--- config.mk ---
export PLATFORM = sky130hd
export DESIGN_NAME = tso_out_port
export DESIGN_NICKNAME = d
export VERILOG_FILES = /design/src/verilog/tso_pkg.sv /design/src/verilog/tso_out_port.sv /design/src/verilog/tso_fifo.sv
export VERILOG_INCLUDE_DIRS = /design/src /design/src/verilog
export SDC_FILE = /design/constraint.sdc
export NUM_CORES = 1
export LEC_CHECK = 0
export BUFFER_PORTS_ARGS = -buffer_cell sky130_fd_sc_hd__buf_2
export CORE_MARGIN = 8
export CORE_UTILIZATION = 58
export CTS_CLUSTER_SIZE = 24
export DETAILED_ROUTE_END_ITERATION = 6
export HOLD_SLACK_MARGIN = 0.12
export PLACE_DENSITY = 0.85
export SLEW_MARGIN = 20
export SYNTH_ARGS = -nofsm -noshare
export SYNTH_HDL_FRONTEND = slang
export SYNTH_SLANG_ARGS = --single-unit
--- constraint.sdc ---
create_clock -name i_clk -period 2.8 [get_ports i_clk]
set_input_delay 0.56 -clock i_clk [delete_from_list [all_inputs] [get_ports i_clk]]
set_output_delay 0.56 -clock i_clk [all_outputs]
set_load 0.05 [all_outputs]
--- src/verilog/tso_cfg.svh ---
// constants of the transport stream output port: register offsets, bit positions,
// reset values and clock timing.
// assumes a 50 MHz master clock and a byte-wide register port inside the device.
`ifndef TSO_CFG_SVH
`define TSO_CFG_SVH

// register offsets
`define TSO_ADDR_MCLK_CFG   8'h02
`define TSO_ADDR_VIT_STAT   8'h1b
`define TSO_ADDR_FEC_MODE   8'h28
`define TSO_ADDR_DEC_CTRL   8'h33

// reset values
`define TSO_RST_MCLK_CFG    8'h34
`define TSO_RST_FEC_MODE    8'h00
`define TSO_RST_DEC_CTRL    8'h00
`define TSO_RST_SYNC_CNT    8'h00

// bit positions
`define TSO_BIT_SER_SRC     3
`define TSO_BIT_OUT_IMP     0
`define TSO_BIT_OUT_SER     1
`define TSO_BIT_PAR_BLANK   5
`define TSO_BIT_EDGE_SEL    1
`define TSO_BIT_LOCK        3

// half periods of the output clock in master clock cycles; last serial bit, fifo depth and fifo word width
`define TSO_HALF_MCLK       2'h1
`define TSO_HALF_VCO        2'h2
`define TSO_LAST_BIT        3'h7
`define TSO_FIFO_DEPTH      4
`define TSO_WORD_W          11

`endif

--- src/verilog/tso_pkg.sv ---
// types shared by the transport stream output port.
// assumes tso_cfg.svh supplies the numeric constants.
package tso_pkg;
	typedef logic [7:0] tso_byte_t;
	typedef enum logic {
		PH_LOW,
		PH_HIGH
	} tso_phase_e;
endpackage

--- src/verilog/tso_out_port.sv ---
// transport stream output port: byte fifo, serial/parallel framer, output clock,
// sync lock counter and its configuration registers.
// assumes upstream decoder logic on the same master clock delivers bytes with flags.
`include "tso_cfg.svh"
`timescale 1ns/10ps
`default_nettype none

// What this block does
// - data-valid stays low whenever sync lock flag is clear.
// - parallel format follows common interface stream timing: byte, strobe, valid, error.
// - output clock high time is between forty and sixty percent of period.
// - serial format shifts each byte on top data line, msb first.
// - parity blank 0 sends parity bits serially; 1 sends zeros instead.
// - serial strobe covers only first bit; parallel strobe covers first byte.
// - error output behaves the same in serial and parallel formats.
// - serial clock from master clock at 0, slower skipped-pulse clock at 1.
// - every interface output updates on one common master clock edge.
// - serial output clock keeps toggling during parity bytes.
// - serial format holds the seven lower data lines low.
// - impedance control bit floats data, clock, strobe, valid and error.
// - output type bit selects parallel byte stream or serial bit stream.
// - lock set when sync counter hits maximum, cleared at zero.
// - uncorrectable packet produces a pulse on the error output.
module tso_out_port (
	input  wire logic             i_clk,
	input  wire logic             i_rst,
	// register port
	input  wire logic [7:0]       i_reg_addr,
	input  wire logic [7:0]       i_reg_wdata,
	input  wire logic             i_reg_wr,
	output logic [7:0]            o_reg_rdata,
	// upstream byte stream
	input  wire tso_pkg::tso_byte_t i_byte,
	input  wire logic             i_byte_valid,
	input  wire logic             i_byte_start,
	input  wire logic             i_byte_err,
	input  wire logic             i_byte_parity,
	output logic                  o_byte_ready,
	// sync word events
	input  wire logic             i_sync_found,
	input  wire logic             i_sync_missed,
	input  wire logic [7:0]       i_sync_max,
	// output pins
	output logic [7:0]            o_data,
	output logic                  o_clk_out,
	output logic                  o_strobe,
	output logic                  o_valid,
	output logic                  o_error,
	output logic                  o_oe,
	output logic                  o_edge_sel
);
	import tso_pkg::*;

	logic [7:0]             mclk_cfg_r;
	logic [7:0]             fec_mode_r;
	logic [7:0]             dec_ctrl_r;
	logic [7:0]             sync_cnt_r;
	logic                   lock_r;
	logic [`TSO_WORD_W-1:0] fifo_wdata;
	logic [`TSO_WORD_W-1:0] fifo_rdata;
	logic                   fifo_rvalid;
	logic                   fifo_wready;
	logic                   pop;
	logic                   src_vco;
	logic                   ser_mode;
	logic                   par_blank;
	logic                   out_imp;
	logic [1:0]             half_len;
	logic [1:0]             cnt_r;
	logic                   tick;
	tso_phase_e             phase_r;
	logic                   have_r;
	tso_byte_t              byte_r;
	logic                   start_r;
	logic                   err_r;
	logic                   par_r;
	logic [2:0]             bit_r;
	logic                   need_next;
	logic                   cur_bit;
	logic [7:0]             data_nxt;

	// control fields
	assign src_vco   = mclk_cfg_r[`TSO_BIT_SER_SRC];
	assign ser_mode  = fec_mode_r[`TSO_BIT_OUT_SER];
	assign out_imp   = fec_mode_r[`TSO_BIT_OUT_IMP];
	assign par_blank = dec_ctrl_r[`TSO_BIT_PAR_BLANK];

	// register writes; reads of write registers return the stored value
	always_ff @(posedge i_clk) begin
		if (i_rst) begin
			mclk_cfg_r <= `TSO_RST_MCLK_CFG;
			fec_mode_r <= `TSO_RST_FEC_MODE;
			dec_ctrl_r <= `TSO_RST_DEC_CTRL;
		end else if (i_reg_wr) begin
			case (i_reg_addr)
				`TSO_ADDR_MCLK_CFG: mclk_cfg_r <= i_reg_wdata;
				`TSO_ADDR_FEC_MODE: fec_mode_r <= i_reg_wdata;
				`TSO_ADDR_DEC_CTRL: dec_ctrl_r <= i_reg_wdata;
				default: ;
			endcase
		end
	end

	// read data, registered; unmapped offsets read zero
	always_ff @(posedge i_clk) begin
		if (i_rst) begin
			o_reg_rdata <= 8'h00;
		end else begin
			case (i_reg_addr)
				`TSO_ADDR_MCLK_CFG: o_reg_rdata <= mclk_cfg_r;
				`TSO_ADDR_FEC_MODE: o_reg_rdata <= fec_mode_r;
				`TSO_ADDR_DEC_CTRL: o_reg_rdata <= dec_ctrl_r;
				`TSO_ADDR_VIT_STAT: o_reg_rdata <= 8'(lock_r) << `TSO_BIT_LOCK;
				default:            o_reg_rdata <= 8'h00;
			endcase
		end
	end

	// up/down sync counter; a found and a missed word in one cycle cancel
	always_ff @(posedge i_clk) begin
		if (i_rst) begin
			sync_cnt_r <= `TSO_RST_SYNC_CNT;
			lock_r     <= 1'b0;
		end else begin
			if (i_sync_found && !i_sync_missed && sync_cnt_r < i_sync_max) begin
				sync_cnt_r <= sync_cnt_r + 8'h01;
				if (sync_cnt_r + 8'h01 == i_sync_max) begin
					lock_r <= 1'b1;
				end
			end else if (i_sync_missed && !i_sync_found && sync_cnt_r != 8'h00) begin
				sync_cnt_r <= sync_cnt_r - 8'h01;
				if (sync_cnt_r == 8'h01) begin
					lock_r <= 1'b0;
				end
			end
		end
	end

	// byte fifo between decoder and framer; full stalls the decoder
	assign fifo_wdata   = {i_byte_parity, i_byte_err, i_byte_start, i_byte};
	assign o_byte_ready = fifo_wready;
	tso_fifo #(
		.W(`TSO_WORD_W),
		.D(`TSO_FIFO_DEPTH)
	) u_fifo (
		.i_clk    (i_clk),
		.i_rst    (i_rst),
		.i_wdata  (fifo_wdata),
		.i_wvalid (i_byte_valid),
		.o_wready (fifo_wready),
		.o_rdata  (fifo_rdata),
		.o_rvalid (fifo_rvalid),
		.i_rready (pop)
	);

	// half period: one cycle from master clock, two when the slow source is chosen
	assign half_len = src_vco ? `TSO_HALF_VCO : `TSO_HALF_MCLK;
	assign tick     = (cnt_r >= half_len - 2'h1); // a source change never leaves cnt_r stranded

	// half period counter
	always_ff @(posedge i_clk) begin
		if (i_rst || tick) begin
			cnt_r <= 2'h0;
		end else begin
			cnt_r <= cnt_r + 2'h1;
		end
	end

	// clock phase; equal high and low halves give 50 percent duty
	// slow source skips a high pulse while no byte is in hand
	// master source runs on through parity and gaps alike
	always_ff @(posedge i_clk) begin
		if (i_rst) begin
			phase_r <= PH_LOW;
		end else if (tick) begin
			case (phase_r)
				PH_LOW: begin
					if (!src_vco || have_r) begin
						phase_r <= PH_HIGH;
					end
				end
				PH_HIGH: phase_r <= PH_LOW;
				default: phase_r <= PH_LOW;
			endcase
		end
	end

	// a new byte is needed after the last serial bit, or every cycle in parallel
	assign need_next = !have_r || !ser_mode || (bit_r == `TSO_LAST_BIT);
	assign pop       = tick && need_next && fifo_rvalid && ((phase_r == PH_HIGH) || !have_r);

	// shift state, advanced at the falling half of the output clock
	always_ff @(posedge i_clk) begin
		if (i_rst) begin
			have_r  <= 1'b0;
			byte_r  <= 8'h00;
			start_r <= 1'b0;
			err_r   <= 1'b0;
			par_r   <= 1'b0;
			bit_r   <= 3'h0;
		end else if (pop) begin
			have_r  <= 1'b1;
			{par_r, err_r, start_r, byte_r} <= fifo_rdata;
			bit_r   <= 3'h0;
		end else if (tick && phase_r == PH_HIGH) begin
			if (need_next) begin
				have_r <= 1'b0;
			end else begin
				bit_r <= bit_r + 3'h1;
			end
		end
	end

	// msb first on the top line; parity optionally blanked
	assign cur_bit = byte_r[`TSO_LAST_BIT - bit_r] && !(par_r && par_blank);

	// data next value: lower lines held low in serial format
	always_comb begin
		data_nxt = 8'h00;
		if (have_r) begin
			if (ser_mode) begin
				data_nxt = {cur_bit, 7'h00};
			end else begin
				data_nxt = byte_r;
			end
		end
	end

	// all pins from flops on the same edge, one cycle behind internal state
	always_ff @(posedge i_clk) begin
		if (i_rst) begin
			o_data    <= 8'h00;
			o_clk_out <= 1'b0;
			o_strobe  <= 1'b0;
			o_valid   <= 1'b0;
			o_error   <= 1'b0;
		end else begin
			o_data    <= data_nxt;
			o_clk_out <= (phase_r == PH_HIGH);
			o_strobe  <= have_r && start_r && (!ser_mode || bit_r == 3'h0);
			o_valid   <= have_r && lock_r;
			o_error   <= have_r && err_r;
		end
	end

	// enable low floats every stream pin; edge select tells the receiver its edge
	always_ff @(posedge i_clk) begin
		if (i_rst) begin
			o_oe       <= 1'b0;
			o_edge_sel <= 1'b0;
		end else begin
			o_oe       <= !out_imp;
			o_edge_sel <= dec_ctrl_r[`TSO_BIT_EDGE_SEL];
		end
	end
endmodule
`default_nettype wire

--- src/verilog/tso_fifo.sv ---
// small synchronous fifo with valid/ready on both sides.
// assumes one clock and a synchronous active-high reset; depth a power of two.
`timescale 1ns/10ps
`default_nettype none
module tso_fifo #(
	parameter int W = 11,
	parameter int D = 4
) (
	input  wire logic         i_clk,
	input  wire logic         i_rst,
	input  wire logic [W-1:0] i_wdata,
	input  wire logic         i_wvalid,
	output logic              o_wready,
	output logic [W-1:0]      o_rdata,
	output logic              o_rvalid,
	input  wire logic         i_rready
);
	localparam int AW = $clog2(D);
	logic [W-1:0]  mem_r [D];
	logic [AW:0]   wptr_r;
	logic [AW:0]   rptr_r;
	logic          push;
	logic          pop;

	// full when pointers differ only in the wrap bit
	assign o_wready = !((wptr_r[AW] != rptr_r[AW]) && (wptr_r[AW-1:0] == rptr_r[AW-1:0]));
	assign o_rvalid = (wptr_r != rptr_r);
	assign o_rdata  = mem_r[rptr_r[AW-1:0]];
	assign push     = i_wvalid && o_wready;
	assign pop      = o_rvalid && i_rready;

	// storage, no reset needed since empty entries are never read
	always_ff @(posedge i_clk) begin
		if (push) begin
			mem_r[wptr_r[AW-1:0]] <= i_wdata;
		end
	end

	// pointers
	always_ff @(posedge i_clk) begin
		if (i_rst) begin
			wptr_r <= '0;
			rptr_r <= '0;
		end else begin
			if (push) begin
				wptr_r <= wptr_r + 1'b1;
			end
			if (pop) begin
				rptr_r <= rptr_r + 1'b1;
			end
		end
	end
endmodule
`default_nettype wire

# Yosys cells after proc, flatten, opt, wreduce, memory -nomap -nowiden
# Memory sizes are Yosys's and may differ from the RTL's. A register that Yosys moved wholly into a read port is not among the register bits.
# Index checks and enable logic that the tools add are counted.
# totals
reg_bits,68
mem_bits_rw,44
inputBits,41
out_inout_bits,23
word_cells,110
n_memories,1
# op_classes
n_addsub,8
n_lt_le_gt_ge,3
eq_ne,11
n_mux,18
bitwise_logic,3
n_reduce_logical,46
# memory_table
name,depth,width,rd,rd_ports_with_merged_regs,wr,line,source
u_fifo.mem_r,4,11,1,1,1,tso_fifo.sv:19,logic [W-1:0] mem_r [D];
# op_table
cell,n
8-bit case mux with 4 select lines,1
8-bit 2-to-1 mux,3
1-bit logical AND,17
"8-bit by 6-bit equality test with 1-bit output, second input constant",2
1-bit 2-to-1 mux,11
2-bit AND reduction,5
"3-bit by 1-bit adder with 3-bit output, second input constant",3
"8-bit by 1-bit adder with 8-bit output, second input constant",1
"8-bit by 1-bit equality test with 1-bit output, second input constant",1
"8-bit by 2-bit equality test with 1-bit output, second input constant",1
"8-bit by 5-bit equality test with 1-bit output, second input constant",1
8-bit equality test,1
1-bit logical NOT,8
8-bit less-than comparator,1
2-bit nonzero test,4
8-bit nonzero test,1
"8-bit by 1-bit subtractor with 8-bit output, second input constant",1
1-bit logical OR,6
"3-bit by 4-bit less-than comparator with 1-bit output, second input constant",1
2-bit OR reduction,2
1-bit binary-select mux with 3-bit select,1
"3-bit equality test, second input constant",1
3-bit logical NOT,1
3-bit inequality test,1
12 further kinds,14

# Depth between registers and ports, before layout
# depth
ltp_word,8
ltp_mapped,8
depth_no_buf,8

# Modules after synthesis
# A second synthesis with hierarchy kept.
# unflattened
cells_unflattened,514
area_unflattened_um2,5749.3
# modules_own_cells
module,n_inst,cells_each,area_per_inst_um2,seq_area_each_um2
tso_out_port,1,387,3601.0,1461.4
tso_fifo,1,127,2148.3,1481.4

# Worst setup path before layout
# OpenSTA, ideal clock, no wires.
# synth_timing
path_type,input to register
start,input port i_sync_max[5]
end,register sync_cnt_r[6]
setup_time_ns,0.121
t_arrival_ns,2.185
required_ns,2.679
setup_slack_ns,0.495
stages,7
n_path_buf,0
cell_sequence,inv_1 ha_1 a211o_1 o2111ai_1 nand2_1 o32ai_1 mux2_2
# synth_between
elab_chain_cells,3
elab_cells_between_ends,4
cone_classes,1 x order compare; 1 x mux; 2 x reduce/logical
# synth_lines
element,line,source
from (decl),tso_out_port.sv:42,"input wire logic [7:0] i_sync_max,"
8-bit less-than comparator *,tso_out_port.sv:125,if (i_sync_found && !i_sync_missed && sync_cnt_r < i_sync_max) begin
1-bit logical AND *,tso_out_port.sv:125,
8-bit 2-to-1 mux or 2-bit nonzero test (tied branches),--,
to (signal assigned),tso_out_port.sv:122,sync_cnt_r <= `TSO_RST_SYNC_CNT;
to (signal assigned),tso_out_port.sv:126,sync_cnt_r <= sync_cnt_r + 8'h01;
to (signal assigned),tso_out_port.sv:131,sync_cnt_r <= sync_cnt_r - 8'h01;
to (decl),tso_out_port.sv:57,logic [7:0] sync_cnt_r;
# Every way passes the cells marked *; elsewhere a longest branch is shown, timed or not.
# A chain may end at the register's enable or synchronous reset.

# Worst setup path after layout
# layout_timing
start,register u_fifo.wptr_r[0]
end,output port o_byte_ready
# layout_between
elab_chain_cells,3
# layout_lines
element,line,source
from (decl),tso_fifo.sv:20,logic [AW:0] wptr_r;
from (signal assigned),tso_fifo.sv:46,wptr_r <= wptr_r + 1'b1;
2-bit equality test,tso_fifo.sv:26,assign o_wready = !((wptr_r[AW] != rptr_r[AW]) && (wptr_r[AW-1:0] == rptr_r[AW-1:0]));
1-bit logical AND,tso_fifo.sv:26,
1-bit logical NOT,tso_fifo.sv:26,
to (decl),tso_out_port.sv:38,"output logic o_byte_ready,"
# No other way between the ends.

==> metrics.log <==
[metrics] setup slack on the worst flop-to-flop path: ~660 ps
[metrics] CP Capture Type: primary output
[metrics] via count of the first global-routing pass: 3877
[metrics] worst setup path endpoint: o_byte_ready
[metrics] kind of critical path: register to primary output
[metrics] final critical delay including setup and external delays: 2172 ps
[metrics] Synth Area per Inst: 11.46 µm²
[metrics] cell depth of the worst flop-to-flop path: 7
[metrics] sequential-to-total area share from yosys stat: 0.5400
[metrics] Die X: 112.3 µm
[metrics] Worst Setup Start Kind: register
[metrics] register clock-pin slew on the reported worst setup and hold paths: 60 ps
[metrics] Critical Path Fanout Max: 6
[metrics] register bit count reported by yosys: 123
[metrics] gp weighted congestion: 0.8616
[metrics] initial antenna violation count: 0
[metrics] arrival time of the worst setup path: 1610 ps
[metrics] count of input and output buffers: 63
[metrics] number of sinks on the clock net: 123
[metrics] Top Ports: between 60 and 70
[metrics] Area growth syn-to-layout: 19.34%
[metrics] Worst-Skew Late Latency: 510 ps
[metrics] clock skew after layout: 7.838 ps
[metrics] PostCTS Resize Cnt: 0
[metrics] startpoint of the tightest hold check path: i_byte[6]
[metrics] capture instance of the worst register-to-register path: sync_cnt_r[6]
[metrics] top post-synthesis cells by area: dfxtp_1 29%, edfxtp_1 25%, mux4_2 5.4%
[metrics] Floorplan Core Area: 9109 µm²
[metrics] run status: completed
[metrics] Internal Pwr Total: 0.004109 W
[metrics] number of nets in the finished design: ~600
[metrics] Max Slew Vio Count: 0
[metrics] count of yosys warnings during synthesis: 0
[metrics] first-iteration detailed-routing DRC count: just over 200
[metrics] floorplan row count: 35
[metrics] DRT antenna net count: 0
[metrics] hold-fix buffer count after cts: 0
[metrics] FF-to-FF Start: sync_cnt_r[2]
[metrics] clock buffers created by TritonCTS: 17
[metrics] Initial Util: 0.5901
[metrics] Period Utilization, post-route: 0.7756
[metrics] most frequently used flop master after synthesis: dfxtp_1
[metrics] layout cell share with drive strength beyond 1: 0.2333
[metrics] total number of vias: 3758
[metrics] overall global routing resource usage: 0.1813
[metrics] synthesized instance count: 469
[metrics] worst-case headroom to the max-slew limit: 0.5628
[metrics] worst-case clock buffer depth: 2
[metrics] area leader, netlist: dfxtp_1
[metrics] pin count of the biggest net entering global routing: 53
[metrics] maximum frequency from static timing analysis: 460.5 MHz
[metrics] final routed wire length divided by cell count: 16.77 µm
[metrics] share of total power in combinational logic: 0.223
[metrics] total area of multi-input combinational cells: 2280 µm²
[metrics] post-detailed-routing wire length: 11140 µm
[metrics] DRC errors left: 0
[metrics] die height: approximately 110 µm
[metrics] placed cells: around 630
[metrics] async set or reset register ratio after synthesis: 0
[metrics] share of the synthesized area in the top cell type: 0.2942
[metrics] detailed-placement wirelength estimate: 7483 µm
[metrics] via-per-instance ratio: approximately 5.7
[metrics] max-cap violation count: 0
[metrics] Max IR drop VDD: 835.3 µV
[metrics] power share of the sequential group: 0.386
[metrics] flip-flop and latch area: between 2000 and 3000 µm²
[metrics] Net Count, Synth: approximately 530
[metrics] switching fraction of total power: 0.2959
[metrics] top cells by instance count after synthesis: 79 x dfxtp_1, 62 x nor2_1, 44 x edfxtp_1, 29 x mux2i_1, 23 x inv_1
[metrics] number of distinct library cells after synthesis: 54
[metrics] CTS tree: done
[metrics] RSZ-0062 raised after global routing: false
[metrics] type of the worst min-delay path: input pin to register
[metrics] Required @ worst endpoint: 2240 ps
[metrics] non-filler instance count after layout: 664
[metrics] final hold vios: 0
[metrics] H-tree level count: 4
[metrics] Setup-failing EPs final: 0
[metrics] Post CTS Setup Buffer Count: 0
[metrics] wire length of the first global-routing pass: 18310 µm
[metrics] Antenna Diode Count: 0
[metrics] master cell of the clock root buffer: clkbuf_8
[metrics] share of power burned in the clock network: 0.390
[metrics] count of flip-flops with a built-in enable after synthesis: 44
[metrics] switching power: ~0.0017 W
[metrics] Critical path origin: u_fifo.wptr_r[0]
[metrics] Post-Syn Area: around 5400 µm²
[metrics] areal power density over the cells: slightly above 900 nW/µm²
[metrics] cell with the most instances after synthesis: dfxtp_1
[metrics] setup TNS after final layout: 0 ps
[metrics] actual slew at the worst max-slew pin: 654.3 ps
[metrics] residual overflow from global routing: 0
[metrics] overall die area: 12600 µm²
[metrics] drt first pass iters: 4
[metrics] Leakage: approximately 2.7 nW
[metrics] Filler Cell Count: roughly 630
cells in the final DEF (no fill, tap or decap), drive strengths merged, types with 5 or more instances in the layout:
master   n
xor2     9
and3    15
nand2   21
edfxtp  44
o21ai    5
a22oi    8
nand3   18
mux4    13
mux2i   29
a22o     8
nor3    10
a31oi    5
a21oi   19
ha      21
xnor2   16
inv     28
nor2    63
buf     72
clkbuf  17
dfxtp   79
power groups by stage:
stage | clock network [W] | registers (W) | logic (W)
2_1_floorplan | 0 | 0.00224 | 0.00105
6_report | 0.00228 | 0.00226 | 0.00130
3_5_place_dp | 0 | 0.00229 | 0.00129
3_3_place_gp | 0 | 0.00227 | 0.00124
5_1_grt | 0.00240 | 0.00228 | 0.00143
4_1_cts | 0.00231 | 0.00225 | 0.00131
area by class of cell:
type | instances | area share
Sequential cell | 123 | 0.4525
Clock buffer | 17 | 0.06456
Tap cell | 111 | 0.02165
Timing Repair Buffer | 72 | 0.05968
Inverter | 23 | 0.01346
Clock inverter | 15 | 0.03277
Multi-Input combinational cell | 303 | 0.3554
worst min path at each step:
stage	to	slack, ps	cells past startpoint
finish	u_fifo.mem_r[2][6]	260	1
global route	u_fifo.mem_r[1][8]	240	1
CTS	u_fifo.mem_r[1][8]	240	1
detailed placement	cnt_r[0]	410	1
global placement	cnt_r[0]	410	1
floorplan	cnt_r[0]	400	1
worst max-delay path, cell delays in order (launching register included):
cell and delay (ps):
dfxtp_1 440, xnor2_1 170, nand3b_1 210, buf_2 280
layer usage:
metal,part of all wire,GRT usage,vias up
met1,0.42,0.2034,1770
met2,0.48,0.3051,132
li1,-,-,1827
met5,0,0,-
met3,0.070,0.06602,29
met4,0.027,0.07734,0
registers in the layout (all words and copies together), names as in the netlist, 2 cells and up:
| name | flops |
|---|---|
| o_reg_rdata | 8 |
| u_fifo.wptr_r | 3 |
| o_data | 8 |
| bit_r | 3 |
| u_fifo.mem_r | 44 |
| dec_ctrl_r | 8 |
| byte_r | 8 |
| mclk_cfg_r | 8 |
| fec_mode_r | 8 |
| u_fifo.rptr_r | 3 |
| sync_cnt_r | 8 |
| cnt_r | 2 |
per-stage QoR:
stage               setup slack [ps]  cell area, µm²    util  power (W)  hold WS, ps
floorplan                      494.7            5375       -   0.003285        401.3
global placement               534.4            5791  0.6357   0.003507        409.8
detailed placement             464.6            5791  0.6357   0.003573        414.2
CTS                            618.4            6415  0.7043   0.005867        242.3
global route                   514.7            6415  0.7043   0.006108        237.3
finish                         628.4            6415  0.7043   0.005836        259.4
cells by family after synthesis:
group | Yosys count | synth area share
and+or+nand+nor | 152 | 0.1411
DFF | 123 | 0.5400
AOI/OAI and AO/OA | 61 | 0.08078
muxes | 44 | 0.1127
buffers and inverters | 43 | 0.03585
xor gates and xnor gates | 25 | 0.04074
adders and majority gates | 21 | 0.04888
No activity file was read; power rests on OpenSTA's default activity.
